## config.mk

```make
export PLATFORM = sky130hd
export DESIGN_NAME = ddr2_extended_mode_regs
export DESIGN_NICKNAME = d
export VERILOG_FILES = /design/src/emr_pkg.sv /design/src/cmd_delay.sv /design/src/ddr2_extended_mode_regs.sv
export SDC_FILE = /design/constraint.sdc
export NUM_CORES = 1
export LEC_CHECK = 0
export CAP_MARGIN = 20
export CORE_MARGIN = 2
export CORE_UTILIZATION = 60
export DETAILED_ROUTE_END_ITERATION = 7
export DONT_BUFFER_PORTS = 1
export HOLD_SLACK_MARGIN = 0.08
export MAX_ROUTING_LAYER = met4
export PLACE_DENSITY = 0.8
export SYNTH_ARGS = -nofsm -noshare
export SYNTH_HDL_FRONTEND = slang
export SYNTH_HIERARCHICAL = 1
export SYNTH_SLANG_ARGS = --single-unit
```

## constraint.sdc

```tcl
create_clock -name SYS_CLK_I -period 5.2 [get_ports SYS_CLK_I]
set_clock_uncertainty 0.1 [all_clocks]
set_input_delay 0.78 -clock SYS_CLK_I [delete_from_list [all_inputs] [get_ports SYS_CLK_I]]
set_output_delay 0.78 -clock SYS_CLK_I [all_outputs]
set_load 0.01 [all_outputs]
```

## src/emr_pkg.sv

```systemverilog
package emr_pkg;
  // Bit positions of the first extended register
  localparam int DLL_DIS_BIT = 0;
  localparam int DRV_HALF_BIT = 1;
  localparam int RTT_LO_BIT = 2;
  localparam int AL_LO_BIT = 3;
  localparam int AL_HI_BIT = 5;
  localparam int RTT_HI_BIT = 6;
  localparam int OCD_LO_BIT = 7;
  localparam int OCD_HI_BIT = 9;
  localparam int STROBE_N_DIS_BIT = 10;
  localparam int RDQS_EN_BIT = 11;
  localparam int OUT_DIS_BIT = 12;
  // Second extended register
  localparam int FAST_REFRESH_BIT = 7;
  localparam int REG_WIDTH = 17;
  localparam int ADDR_WIDTH = 16;
  // Bank address selects
  localparam logic [2:0] BANK_EMR1 = 3'h1;
  localparam logic [2:0] BANK_EXTENDED_MODE_REGISTER_2 = 3'h2;
  // Reset values: DLL on, full drive, no termination, AL 0
  localparam logic [16:0] EMR1_RESET = 17'h00000;
  localparam logic [16:0] EXTENDED_MODE_REGISTER_2_RESET = 17'h00000;
  // Termination codes {E6,E2}
  localparam logic [1:0] RTT_OFF = 2'h0;
  localparam logic [1:0] RTT_75 = 2'h1;
  localparam logic [1:0] RTT_150 = 2'h2;
  localparam logic [1:0] RTT_50 = 2'h3;
  localparam logic [2:0] AL_MAX = 3'h6;
  // DLL lock and termination settle, in clocks
  localparam int DLL_LOCK_CYCLES = 200;
  localparam int ODT_SETTLE_CYCLES = 8;
  localparam int LAT_WIDTH = 4;
  localparam int AL_DEPTH = 8;
  typedef enum logic [1:0] {
    DLL_OFF = 2'b00,
    DLL_LOCKING = 2'b01,
    DLL_LOCKED = 2'b11
  } dll_state_e;
endpackage : emr_pkg
```

## src/cmd_delay.sv

```systemverilog
`timescale 1ns/1ns
`default_nettype none
// Holds a posted command for the additive latency before release.
module cmd_delay (
  input wire logic clk_i,
  input wire logic rst_i,
  input wire logic rd_i,
  input wire logic wr_i,
  input wire logic [2:0] al_i,
  output logic rd_o,
  output logic wr_o
);
  logic [emr_pkg::AL_DEPTH-1:0] rd_pipe;
  logic [emr_pkg::AL_DEPTH-1:0] wr_pipe;
  logic [emr_pkg::AL_DEPTH-1:0] next_rd_pipe;
  logic [emr_pkg::AL_DEPTH-1:0] next_wr_pipe;
  logic next_rd;
  logic next_wr;

  always_comb begin
    next_rd_pipe = {rd_pipe[emr_pkg::AL_DEPTH-2:0], rd_i};
    next_wr_pipe = {wr_pipe[emr_pkg::AL_DEPTH-2:0], wr_i};
    next_rd = (al_i == 3'h0) ? rd_i : rd_pipe[al_i - 3'h1];
    next_wr = (al_i == 3'h0) ? wr_i : wr_pipe[al_i - 3'h1];
  end

  always_ff @(posedge clk_i or posedge rst_i) begin
    if (rst_i) begin
      rd_pipe <= '0;
      wr_pipe <= '0;
      rd_o <= 1'b0;
      wr_o <= 1'b0;
    end else begin
      rd_pipe <= next_rd_pipe;
      wr_pipe <= next_wr_pipe;
      rd_o <= next_rd;
      wr_o <= next_wr;
    end
  end
endmodule : cmd_delay
`default_nettype wire

```

## src/ddr2_extended_mode_regs.sv

```systemverilog
// Behaviour
// - Registers keep contents until rewritten
// - E0 clear enables DLL, E0 set disables it; reset follows enable
// - Self refresh disables DLL, exit relocks it
// - E1 selects full or reduced drive
// - E10 disables strobe complements
// - E11 enables read strobe on by-8 parts only
// - Read strobe on, complement on: both complements
// - E12 disables all data and strobe outputs
// - E2 and E6 select termination value
// - Termination pin honoured in allowed states
// - E3-E5 give additive latency zero to six
// - Posted commands held for additive latency
// - Read latency AL+CL; write latency one less
// - Second register E7 selects fast refresh
// - Bank 1 load writes first register
// - Bank 2 load writes second register
`timescale 1ns/1ns
`default_nettype none
module ddr2_extended_mode_regs (
  // Clock and reset
  input wire logic SYS_CLK_I,
  input wire logic SYS_RST_I,
  // Load mode command
  input wire logic LOAD_MODE_COMMAND_I,
  input wire logic [2:0] BANK_I,
  input wire logic [15:0] ADDR_I,
  // Device state
  input wire logic SELF_REFRESH_I,
  input wire logic ODT_STATE_OK_I,
  input wire logic ODT_I,
  input wire logic DLL_RESET_I,
  input wire logic X8_PART_I,
  input wire logic [2:0] CAS_LATENCY_I,
  // Posted column commands
  input wire logic READ_I,
  input wire logic WRITE_I,
  output logic READ_INTERNAL_O,
  output logic WRITE_INTERNAL_O,
  // Output control
  output logic DLL_ENABLE_O,
  output logic DLL_LOCKED_O,
  output logic DRIVE_REDUCED_O,
  output logic DATA_OUT_EN_O,
  output logic STROBE_OUT_EN_O,
  output logic STROBE_N_OUT_EN_O,
  output logic RDQS_OUT_EN_O,
  output logic RDQS_N_OUT_EN_O,
  output logic [1:0] EFFECTIVE_TERMINATION_VALUE_O,
  output logic TERMINATION_SWITCH_A_O,
  output logic TERMINATION_SWITCH_B_O,
  output logic TERMINATION_SWITCH_C_O,
  output logic [2:0] ADDITIVE_LATENCY_O,
  output logic [emr_pkg::LAT_WIDTH-1:0] READ_LATENCY_O,
  output logic [emr_pkg::LAT_WIDTH-1:0] WRITE_LATENCY_O,
  output logic [2:0] OCD_MODE_O,
  output logic FAST_REFRESH_O
);

  logic [16:0] extended_mode_register_1;
  logic [16:0] extended_mode_register_2;
  logic [16:0] next_emr1;
  logic [16:0] next_extended_mode_register_2;
  logic [16:0] load_word;
  logic load_emr1;
  logic load_extended_mode_register_2;

  emr_pkg::dll_state_e dll_state;
  emr_pkg::dll_state_e next_dll_state;
  logic [7:0] dll_count;
  logic [7:0] next_dll_count;
  logic sr_seen;
  logic [3:0] odt_count;
  logic [3:0] next_odt_count;

  // Termination code {E6,E2} into the three switch legs
  function automatic logic [2:0] rtt_switches(input logic [1:0] code);
    logic [2:0] sw;
    sw = 3'h0;
    unique case (code)
      emr_pkg::RTT_75: sw = 3'h1;
      emr_pkg::RTT_150: sw = 3'h2;
      emr_pkg::RTT_50: sw = 3'h4;
      default: sw = 3'h0;
    endcase
    return sw;
  endfunction : rtt_switches

  function automatic logic [1:0] rtt_code(input logic [16:0] r);
    return {r[emr_pkg::RTT_HI_BIT], r[emr_pkg::RTT_LO_BIT]};
  endfunction : rtt_code

  // Register loads
  always_comb begin
    load_word = {BANK_I[2], ADDR_I};
    load_emr1 = LOAD_MODE_COMMAND_I && (BANK_I == emr_pkg::BANK_EMR1);
    load_extended_mode_register_2 = LOAD_MODE_COMMAND_I && (BANK_I == emr_pkg::BANK_EXTENDED_MODE_REGISTER_2);
    next_emr1 = extended_mode_register_1;
    next_extended_mode_register_2 = extended_mode_register_2;
    if (load_emr1) begin
      next_emr1 = load_word;
    end
    if (load_extended_mode_register_2) begin
      next_extended_mode_register_2 = '0;
      next_extended_mode_register_2[emr_pkg::FAST_REFRESH_BIT] = ADDR_I[emr_pkg::FAST_REFRESH_BIT];
    end
  end

  always_ff @(posedge SYS_CLK_I or posedge SYS_RST_I) begin
    if (SYS_RST_I) begin
      extended_mode_register_1 <= emr_pkg::EMR1_RESET;
      extended_mode_register_2 <= emr_pkg::EXTENDED_MODE_REGISTER_2_RESET;
    end else begin
      extended_mode_register_1 <= next_emr1;
      extended_mode_register_2 <= next_extended_mode_register_2;
    end
  end

  // DLL control; a reset after enable restarts the lock count, except while DLL_LOCKING
  always_comb begin
    next_dll_state = dll_state;
    next_dll_count = dll_count;
    if (extended_mode_register_1[emr_pkg::DLL_DIS_BIT] || SELF_REFRESH_I) begin
      next_dll_state = emr_pkg::DLL_OFF;
      next_dll_count = 8'h00;
    end else begin
      unique case (dll_state)
        emr_pkg::DLL_OFF: begin
          if (DLL_RESET_I || sr_seen) begin
            next_dll_state = emr_pkg::DLL_LOCKING;
            next_dll_count = 8'h00;
          end
        end
        emr_pkg::DLL_LOCKING: begin
          next_dll_count = dll_count + 8'h01;
          if (dll_count == 8'(emr_pkg::DLL_LOCK_CYCLES - 1)) begin
            next_dll_state = emr_pkg::DLL_LOCKED;
          end
        end
        emr_pkg::DLL_LOCKED: begin
          if (DLL_RESET_I) begin
            next_dll_state = emr_pkg::DLL_LOCKING;
            next_dll_count = 8'h00;
          end
        end
        default: next_dll_state = emr_pkg::DLL_OFF;
      endcase
    end
  end

  always_ff @(posedge SYS_CLK_I or posedge SYS_RST_I) begin
    if (SYS_RST_I) begin
      dll_state <= emr_pkg::DLL_OFF;
      dll_count <= 8'h00;
      sr_seen <= 1'b0;
    end else begin
      dll_state <= next_dll_state;
      dll_count <= next_dll_count;
      sr_seen <= SELF_REFRESH_I;
    end
  end

  // Termination pin is locked out for eight clocks after a first register load
  always_comb begin
    next_odt_count = odt_count;
    if (load_emr1) begin
      next_odt_count = 4'(emr_pkg::ODT_SETTLE_CYCLES);
    end else if (odt_count != 4'h0) begin
      next_odt_count = odt_count - 4'h1;
    end
  end

  always_ff @(posedge SYS_CLK_I or posedge SYS_RST_I) begin
    if (SYS_RST_I) begin
      odt_count <= 4'h0;
    end else begin
      odt_count <= next_odt_count;
    end
  end

  // Posted column commands
  cmd_delay u_cmd_delay (
    .clk_i(SYS_CLK_I),
    .rst_i(SYS_RST_I),
    .rd_i(READ_I),
    .wr_i(WRITE_I),
    .al_i(extended_mode_register_1[emr_pkg::AL_HI_BIT:emr_pkg::AL_LO_BIT]),
    .rd_o(READ_INTERNAL_O),
    .wr_o(WRITE_INTERNAL_O)
  );

  // Registered output decode
  logic [2:0] al;
  logic out_dis;
  logic rdqs_on;
  logic strobe_n_on;
  logic odt_live;
  logic [2:0] sw;
  logic [3:0] rl;

  always_comb begin
    al = extended_mode_register_1[emr_pkg::AL_HI_BIT:emr_pkg::AL_LO_BIT];
    out_dis = extended_mode_register_1[emr_pkg::OUT_DIS_BIT];
    rdqs_on = extended_mode_register_1[emr_pkg::RDQS_EN_BIT] && X8_PART_I;
    strobe_n_on = !extended_mode_register_1[emr_pkg::STROBE_N_DIS_BIT];
    odt_live = ODT_I && ODT_STATE_OK_I && !SELF_REFRESH_I && (odt_count == 4'h0);
    sw = odt_live ? rtt_switches(rtt_code(extended_mode_register_1)) : 3'h0;
    rl = {1'b0, al} + {1'b0, CAS_LATENCY_I};
  end

  always_ff @(posedge SYS_CLK_I or posedge SYS_RST_I) begin
    if (SYS_RST_I) begin
      DLL_ENABLE_O <= 1'b0;
      DLL_LOCKED_O <= 1'b0;
      DRIVE_REDUCED_O <= 1'b0;
      DATA_OUT_EN_O <= 1'b0;
      STROBE_OUT_EN_O <= 1'b0;
      STROBE_N_OUT_EN_O <= 1'b0;
      RDQS_OUT_EN_O <= 1'b0;
      RDQS_N_OUT_EN_O <= 1'b0;
      EFFECTIVE_TERMINATION_VALUE_O <= emr_pkg::RTT_OFF;
      TERMINATION_SWITCH_A_O <= 1'b0;
      TERMINATION_SWITCH_B_O <= 1'b0;
      TERMINATION_SWITCH_C_O <= 1'b0;
      ADDITIVE_LATENCY_O <= 3'h0;
      READ_LATENCY_O <= '0;
      WRITE_LATENCY_O <= '0;
      OCD_MODE_O <= 3'h0;
      FAST_REFRESH_O <= 1'b0;
    end else begin
      DLL_ENABLE_O <= (dll_state != emr_pkg::DLL_OFF);
      DLL_LOCKED_O <= (dll_state == emr_pkg::DLL_LOCKED);
      DRIVE_REDUCED_O <= extended_mode_register_1[emr_pkg::DRV_HALF_BIT];
      DATA_OUT_EN_O <= !out_dis;
      STROBE_OUT_EN_O <= !out_dis;
      STROBE_N_OUT_EN_O <= !out_dis && strobe_n_on;
      RDQS_OUT_EN_O <= !out_dis && rdqs_on;
      RDQS_N_OUT_EN_O <= !out_dis && rdqs_on && strobe_n_on;
      EFFECTIVE_TERMINATION_VALUE_O <= rtt_code(extended_mode_register_1);
      TERMINATION_SWITCH_A_O <= sw[0];
      TERMINATION_SWITCH_B_O <= sw[1];
      TERMINATION_SWITCH_C_O <= sw[2];
      ADDITIVE_LATENCY_O <= al;
      READ_LATENCY_O <= rl;
      WRITE_LATENCY_O <= rl - 4'h1;
      OCD_MODE_O <= extended_mode_register_1[emr_pkg::OCD_HI_BIT:emr_pkg::OCD_LO_BIT];
      FAST_REFRESH_O <= extended_mode_register_2[emr_pkg::FAST_REFRESH_BIT];
    end
  end
endmodule : ddr2_extended_mode_regs
`default_nettype wire

```

## Yosys cells after proc, flatten, opt, wreduce, memory -nomap -nowiden

Cells that the tools add are included.

- Register bits: 74
- Bits in latches: 0
- Memory bits (writable): 0
- Bits in read-only memories: 0
- Bits of input ports: 32
- Logic and storage cells: 85
- Memories: 0

- Add/subtract/negate cells: 5
- Multipliers: 0
- Div/mod/pow operators: 0
- $lt $le $gt $ge: 1
- Equality and inequality tests: 11
- Shifts and indexed selects: 0
- Mux-type cells: 19
- Bitwise operators: 0
- Reduce and logical (&&, ||, !) cells: 23

Operator list:

| operator | number |
|---|---|
| two-way mux 8 bit | 3 |
| one-hot mux 8 bit (3 select lines) | 1 |
| logical AND 1 bit | 9 |
| inequality test 3 bit, second input constant | 3 |
| one-hot mux 3 bit (3 select lines) | 1 |
| adder 8 x 1 -> 8 bit, second input constant | 1 |
| equality test 8 bit, second input constant | 1 |
| two-way mux 2 bit | 4 |
| two-way mux 4 bit | 2 |
| nonzero test 4 bit | 2 |
| subtractor 4 x 1 -> 4 bit, second input constant | 2 |
| binary-select mux 1 bit (select 3 bit) | 2 |
| equality test 2 bit, second input constant | 3 |
| one-hot mux 2 bit (3 select lines) | 1 |
| AND reduction 3 bit | 2 |
| adder 3 x 3 -> 4 bit | 1 |
| equality test 2 x 1 -> 1 bit, second input constant | 2 |
| logical NOT 4 bit | 1 |
| < comparator 3 x 4 -> 1 bit, second input constant | 1 |
| two-way mux 1 bit | 4 |
| nonzero test 2 bit | 2 |
| equality test 3 x 1 -> 1 bit, second input constant | 1 |
| equality test 3 x 2 -> 1 bit, second input constant | 1 |
| logical NOT 1 bit | 3 |
| 5 further kinds | 6 |

## Depth between registers and ports, before layout

- Depth in word-level cells: 4
- Mapped depth: 6

## Hierarchy

Netlist, hierarchy kept.

By module, submodules not included:

| module | instances | cells an instance | area each (um^2) | sequential area each (um^2) |
|---|---|---|---|---|
| ddr2_extended_mode_regs | 1 | 166 | 2189.6 | 1401.3 |
| cmd_delay | 1 | 41 | 666.9 | 450.4 |

## Worst setup path after synthesis

Ideal clock, no wire load.

- Path kind: input -> register
- Start: input port CAS_LATENCY_I[0]
- End: register WRITE_LATENCY_O[2] (netlist name)
- Library setup time: 0.134 ns
- Arrival time: 1.854 ns
- Setup slack: 3.112 ns
- Stages on the path: 5
- Buffers on the path: 0
- Path through: ha_1 -> fa_1 -> inv_1 -> ha_1 -> xor2_1

- Cells in the longest elaborated chain, start to end: 2

RTL lines:

| item | line | RTL |
|---|---|---|
| from (decl) | ddr2_extended_mode_regs.sv:34 | `input wire logic [2:0] CAS_LATENCY_I,` |
| adder 3 x 3 -> 4 bit | ddr2_extended_mode_regs.sv:208 | `rl = {1'b0, al} + {1'b0, CAS_LATENCY_I};` |
| named net rl[1] | ddr2_extended_mode_regs.sv:199 | `logic [3:0] rl;` |
| subtractor 4 x 1 -> 4 bit | ddr2_extended_mode_regs.sv:245 | `WRITE_LATENCY_O <= rl - 4'h1;` |
| to (signal assigned) | ddr2_extended_mode_regs.sv:245 |  |
| to (decl) | ddr2_extended_mode_regs.sv:55 | `output logic [emr_pkg::LAT_WIDTH-1:0] WRITE_LATENCY_O,` |

The timed path passes the listed nets, and every way through them passes these cells.
A chain may end at the register's enable or synchronous reset.

## Final worst setup path

- Start: register extended_mode_register_1[3]
- End: register WRITE_LATENCY_O[2] (netlist name)

- Cells in the longest elaborated chain, start to end: 2

RTL lines:

| item | line | RTL |
|---|---|---|
| from (decl) | ddr2_extended_mode_regs.sv:60 | `logic [16:0] extended_mode_register_1;` |
| from (signal assigned) | ddr2_extended_mode_regs.sv:111 | `extended_mode_register_1 <= emr_pkg::EMR1_RESET;` |
| from (signal assigned) | ddr2_extended_mode_regs.sv:114 | `extended_mode_register_1 <= next_emr1;` |
| adder 3 x 3 -> 4 bit | ddr2_extended_mode_regs.sv:208 |  |
| named net rl[1] | ddr2_extended_mode_regs.sv:199 |  |
| subtractor 4 x 1 -> 4 bit | ddr2_extended_mode_regs.sv:245 |  |

The timed path passes the listed nets, and every way through them passes these cells.

==> results by group <==
Worst hold path
  – Hold path start: u_cmd_delay/wr_pipe[4]
  – Hold Crit Class: reg2reg

Timing
  – Final Cycle Share: 37.1%
  – Total negative slack: 0 ns
  – Final setup viols: 0
  – RSZ-0062 raised after global routing: false
  – Worst slew pin tran: 0.685 ns
  – Slew Limit Fails: 0
  – Final Hold Vio Count: 0
  – Fmax: about 520 MHz
  – Minimum clock period: 1.93 ns
  – Final WS setup: between 3 and 4 ns
  – Max_slew headroom: a little over half

Routing
  – Drt total wl: 4.61 mm
  – # DRC: 0
  – Iter 0 DRT Violations: 101
  – First-pass DRT Iterations: 4
  – Vias per cell: around 5.9
  – Vias: 1,636
  – Routed Antenna Nets: 0
  – DR WL/cell: 16.8 um

Layout
  – Share of cells above drive strength 1: 15.4%
  – Area growth from synthesis to layout: 8.41%
  – # diodes: 0
  – Net total in the final layout: 257

GRT
  – Grt ovf: 0
  – Global-route wire length before repair: roughly 7.8 mm
  – GRT Resource Usage Total: approximately a fifth
  – Largest net degree at the start of global routing: 57
  – Antenna violations before repair: 0
  – Vias in the first global route: 1,640

Clocking
  – CTS Hold Buffers Added: 0
  – Clk sinks: 74
  – H-Tree Level Count: 3
  – CTS tree: yes
  – Maximum clock path buffer count: 2
  – Number of post-CTS setup repair buffers: 0
  – Worst-skew pair later-pin latency: around 0.33 ns
  – CTS Buf Count: 9
  – Worst-path clk slew: 0.07 ns
  – CTS root buffer: clkbuf_8
  – Post-CTS Resized: 0

Floorplanning
  – Die Y: 73 um
  – Core Region: 0.00466 mm2
  – I/O pins: just over 60
  – Cell row count: 25
  – Initial Util: between 60% and 70%
  – Die footprint: 0.00533 mm2
  – Die width: 73 um

Synthesis
  – Sequential-to-total area share from yosys stat: 64.8%
  – Area share of the largest cell type after synthesis: 64.8%
  – Distinct cells, synth: 47
  – Post-synth EDFFs: 0
  – Synthesized cell area: roughly 0.0029 mm2
  – Yosys top cell by area: dfrtp_1
  – Seq cells post-synth: 74
  – Synthesized area per cell: 13.8 um2
  – Synth top area cells: dfrtp_1 (65%), mux2_2 (4.7%), mux4_1 (3.7%)
  – Synth Instances: 207
  – Ys async rst share: 100%
  – Count leader, synth: dfrtp_1
  – Commonest cells in the netlist: dfrtp_1 (74), inv_1 (16), mux2_2 (12)
  – Net Count, Synth: 248
  – Primary FF master, synth: dfrtp_1
  – YS warnings: 6

Status
  – Status: finished, final reports clean

Worst setup path
  – CP endpoint kind: flip-flop
  – CP Class: reg2reg
  – Reg-to-Reg Start: extended_mode_register_1[3]
  – CP max FO: 8
  – Req. time, crit path: 5.29 ns
  – Reg2reg setup slack: 3.27 ns
  – CP Launch Type: flip-flop
  – Worst Setup SP: extended_mode_register_1[3]
  – Arrival time worst endpoint: just over 2 ns

Power
  – Leak: 1.41 nW
  – Worst VDD drop: 0.000254 V
  – Power Density: ~440 mW/mm2
  – Final Power: 1.36 mW

Flow run
  – Max_cap viols: 0

Place
  – Placer Congestion: 0.776
  – DP Wirelength: 3.27 mm
  – Place WS: 3.05 ns
  – IO buf count: 0
## state kept, by name, summed over array words and instances (netlist names), 2 cells and up
signal / cells
ADDITIVE_LATENCY_O: 3
EFFECTIVE_TERMINATION_VALUE_O: 2
OCD_MODE_O: 3
READ_LATENCY_O: 4
WRITE_LATENCY_O: 4
dll_count: 8
dll_state: 2
extended_mode_register_1: 13
odt_count: 4
u_cmd_delay/rd_pipe: 8
u_cmd_delay/wr_pipe: 8
## final cells by class
class	instances	area (um2)
Clock inverter	2	12.5
Fill cell	329	1560
Inverter	16	60.1
Tap cell	54	67.6
Timing Repair Buffer	2	15.0
Multi-Input combinational cell	113	937
Clock buffer	14	153
Sequential cell	74	1850
## through the flow
stage	instances	util, %	hold slack [ns]	instance area [um2]
2_1_floorplan	207	-	0.246	2860
6_report	275	66.4	0.265	3100
4_1_cts	275	66.4	0.273	3100
3_5_place_dp	259	62.9	0.258	2930
3_3_place_gp	259	62.9	0.253	2930
5_1_grt	275	66.4	0.285	3100
## where the power goes
| group | switching, mW | internal, mW |
|---|---|---|
| logic | 0.0995 | 0.105 |
| registers | 0.0941 | 0.681 |
| clock network | 0.189 | 0.186 |
| total | 0.382 | 0.973 |
## per-layer routing
metal | part of all wire (%) | GRT usage [%] | vias to the layer above
li1 | - | - | 751
met1 | 44 | 28.2 | 804
met2 | 47 | 28.5 | 68
met3 | 6.9 | 5.94 | 13
met4 | 2.1 | 9.67 | 0
met5 | 0 | - | -
## cells in the final DEF (no fill, tap or decap), drive strengths merged, types with 2 or more instances in the layout
master   n
nor2     8
inv     16
and2     2
nand2    8
nor3b    2
or4b     2
nand3    7
buf      2
nor2b    3
or4      3
a21oi    4
mux4     4
xor2     3
o21ai    9
a21boi   2
o211ai   6
nand4    2
dfrtp   74
o21a     2
nor3     6
a21o     2
nor4bb   2
mux2    12
clkbuf  14
ha       8
## critical path, cell delays in order (launching register included)
cell,delay (ns)
dfrtp_1,0.50
ha_1,0.27
fa_1,0.53
inv_1,0.06
ha_1,0.18
xor2_1,0.16
## path summary, 6_finish.rpt
check | endpoint | cells past startpoint
hold reg to reg | u_cmd_delay/wr_pipe[5] | 0
setup / recovery | WRITE_LATENCY_O[2] | 5
max in group asynchronous | dll_count[7] | 2
setup reg to reg | WRITE_LATENCY_O[2] | 5
hold / removal | u_cmd_delay/wr_pipe[5] | 0
min in group asynchronous | u_cmd_delay/wr_pipe[6] | 1
## cells by family after synthesis
group | synth area share, %
flip-flops | 64.8
AND/OR/NAND/NOR | 11.1
AO/OA/AOI/OAI | 6.96
buffers and inverters | 2.89
multiplexers | 8.76
adder cells (fa/ha/maj) | 4.21
XOR/XNOR | 1.23
Note: power is estimated with default switching activity, not from simulation.
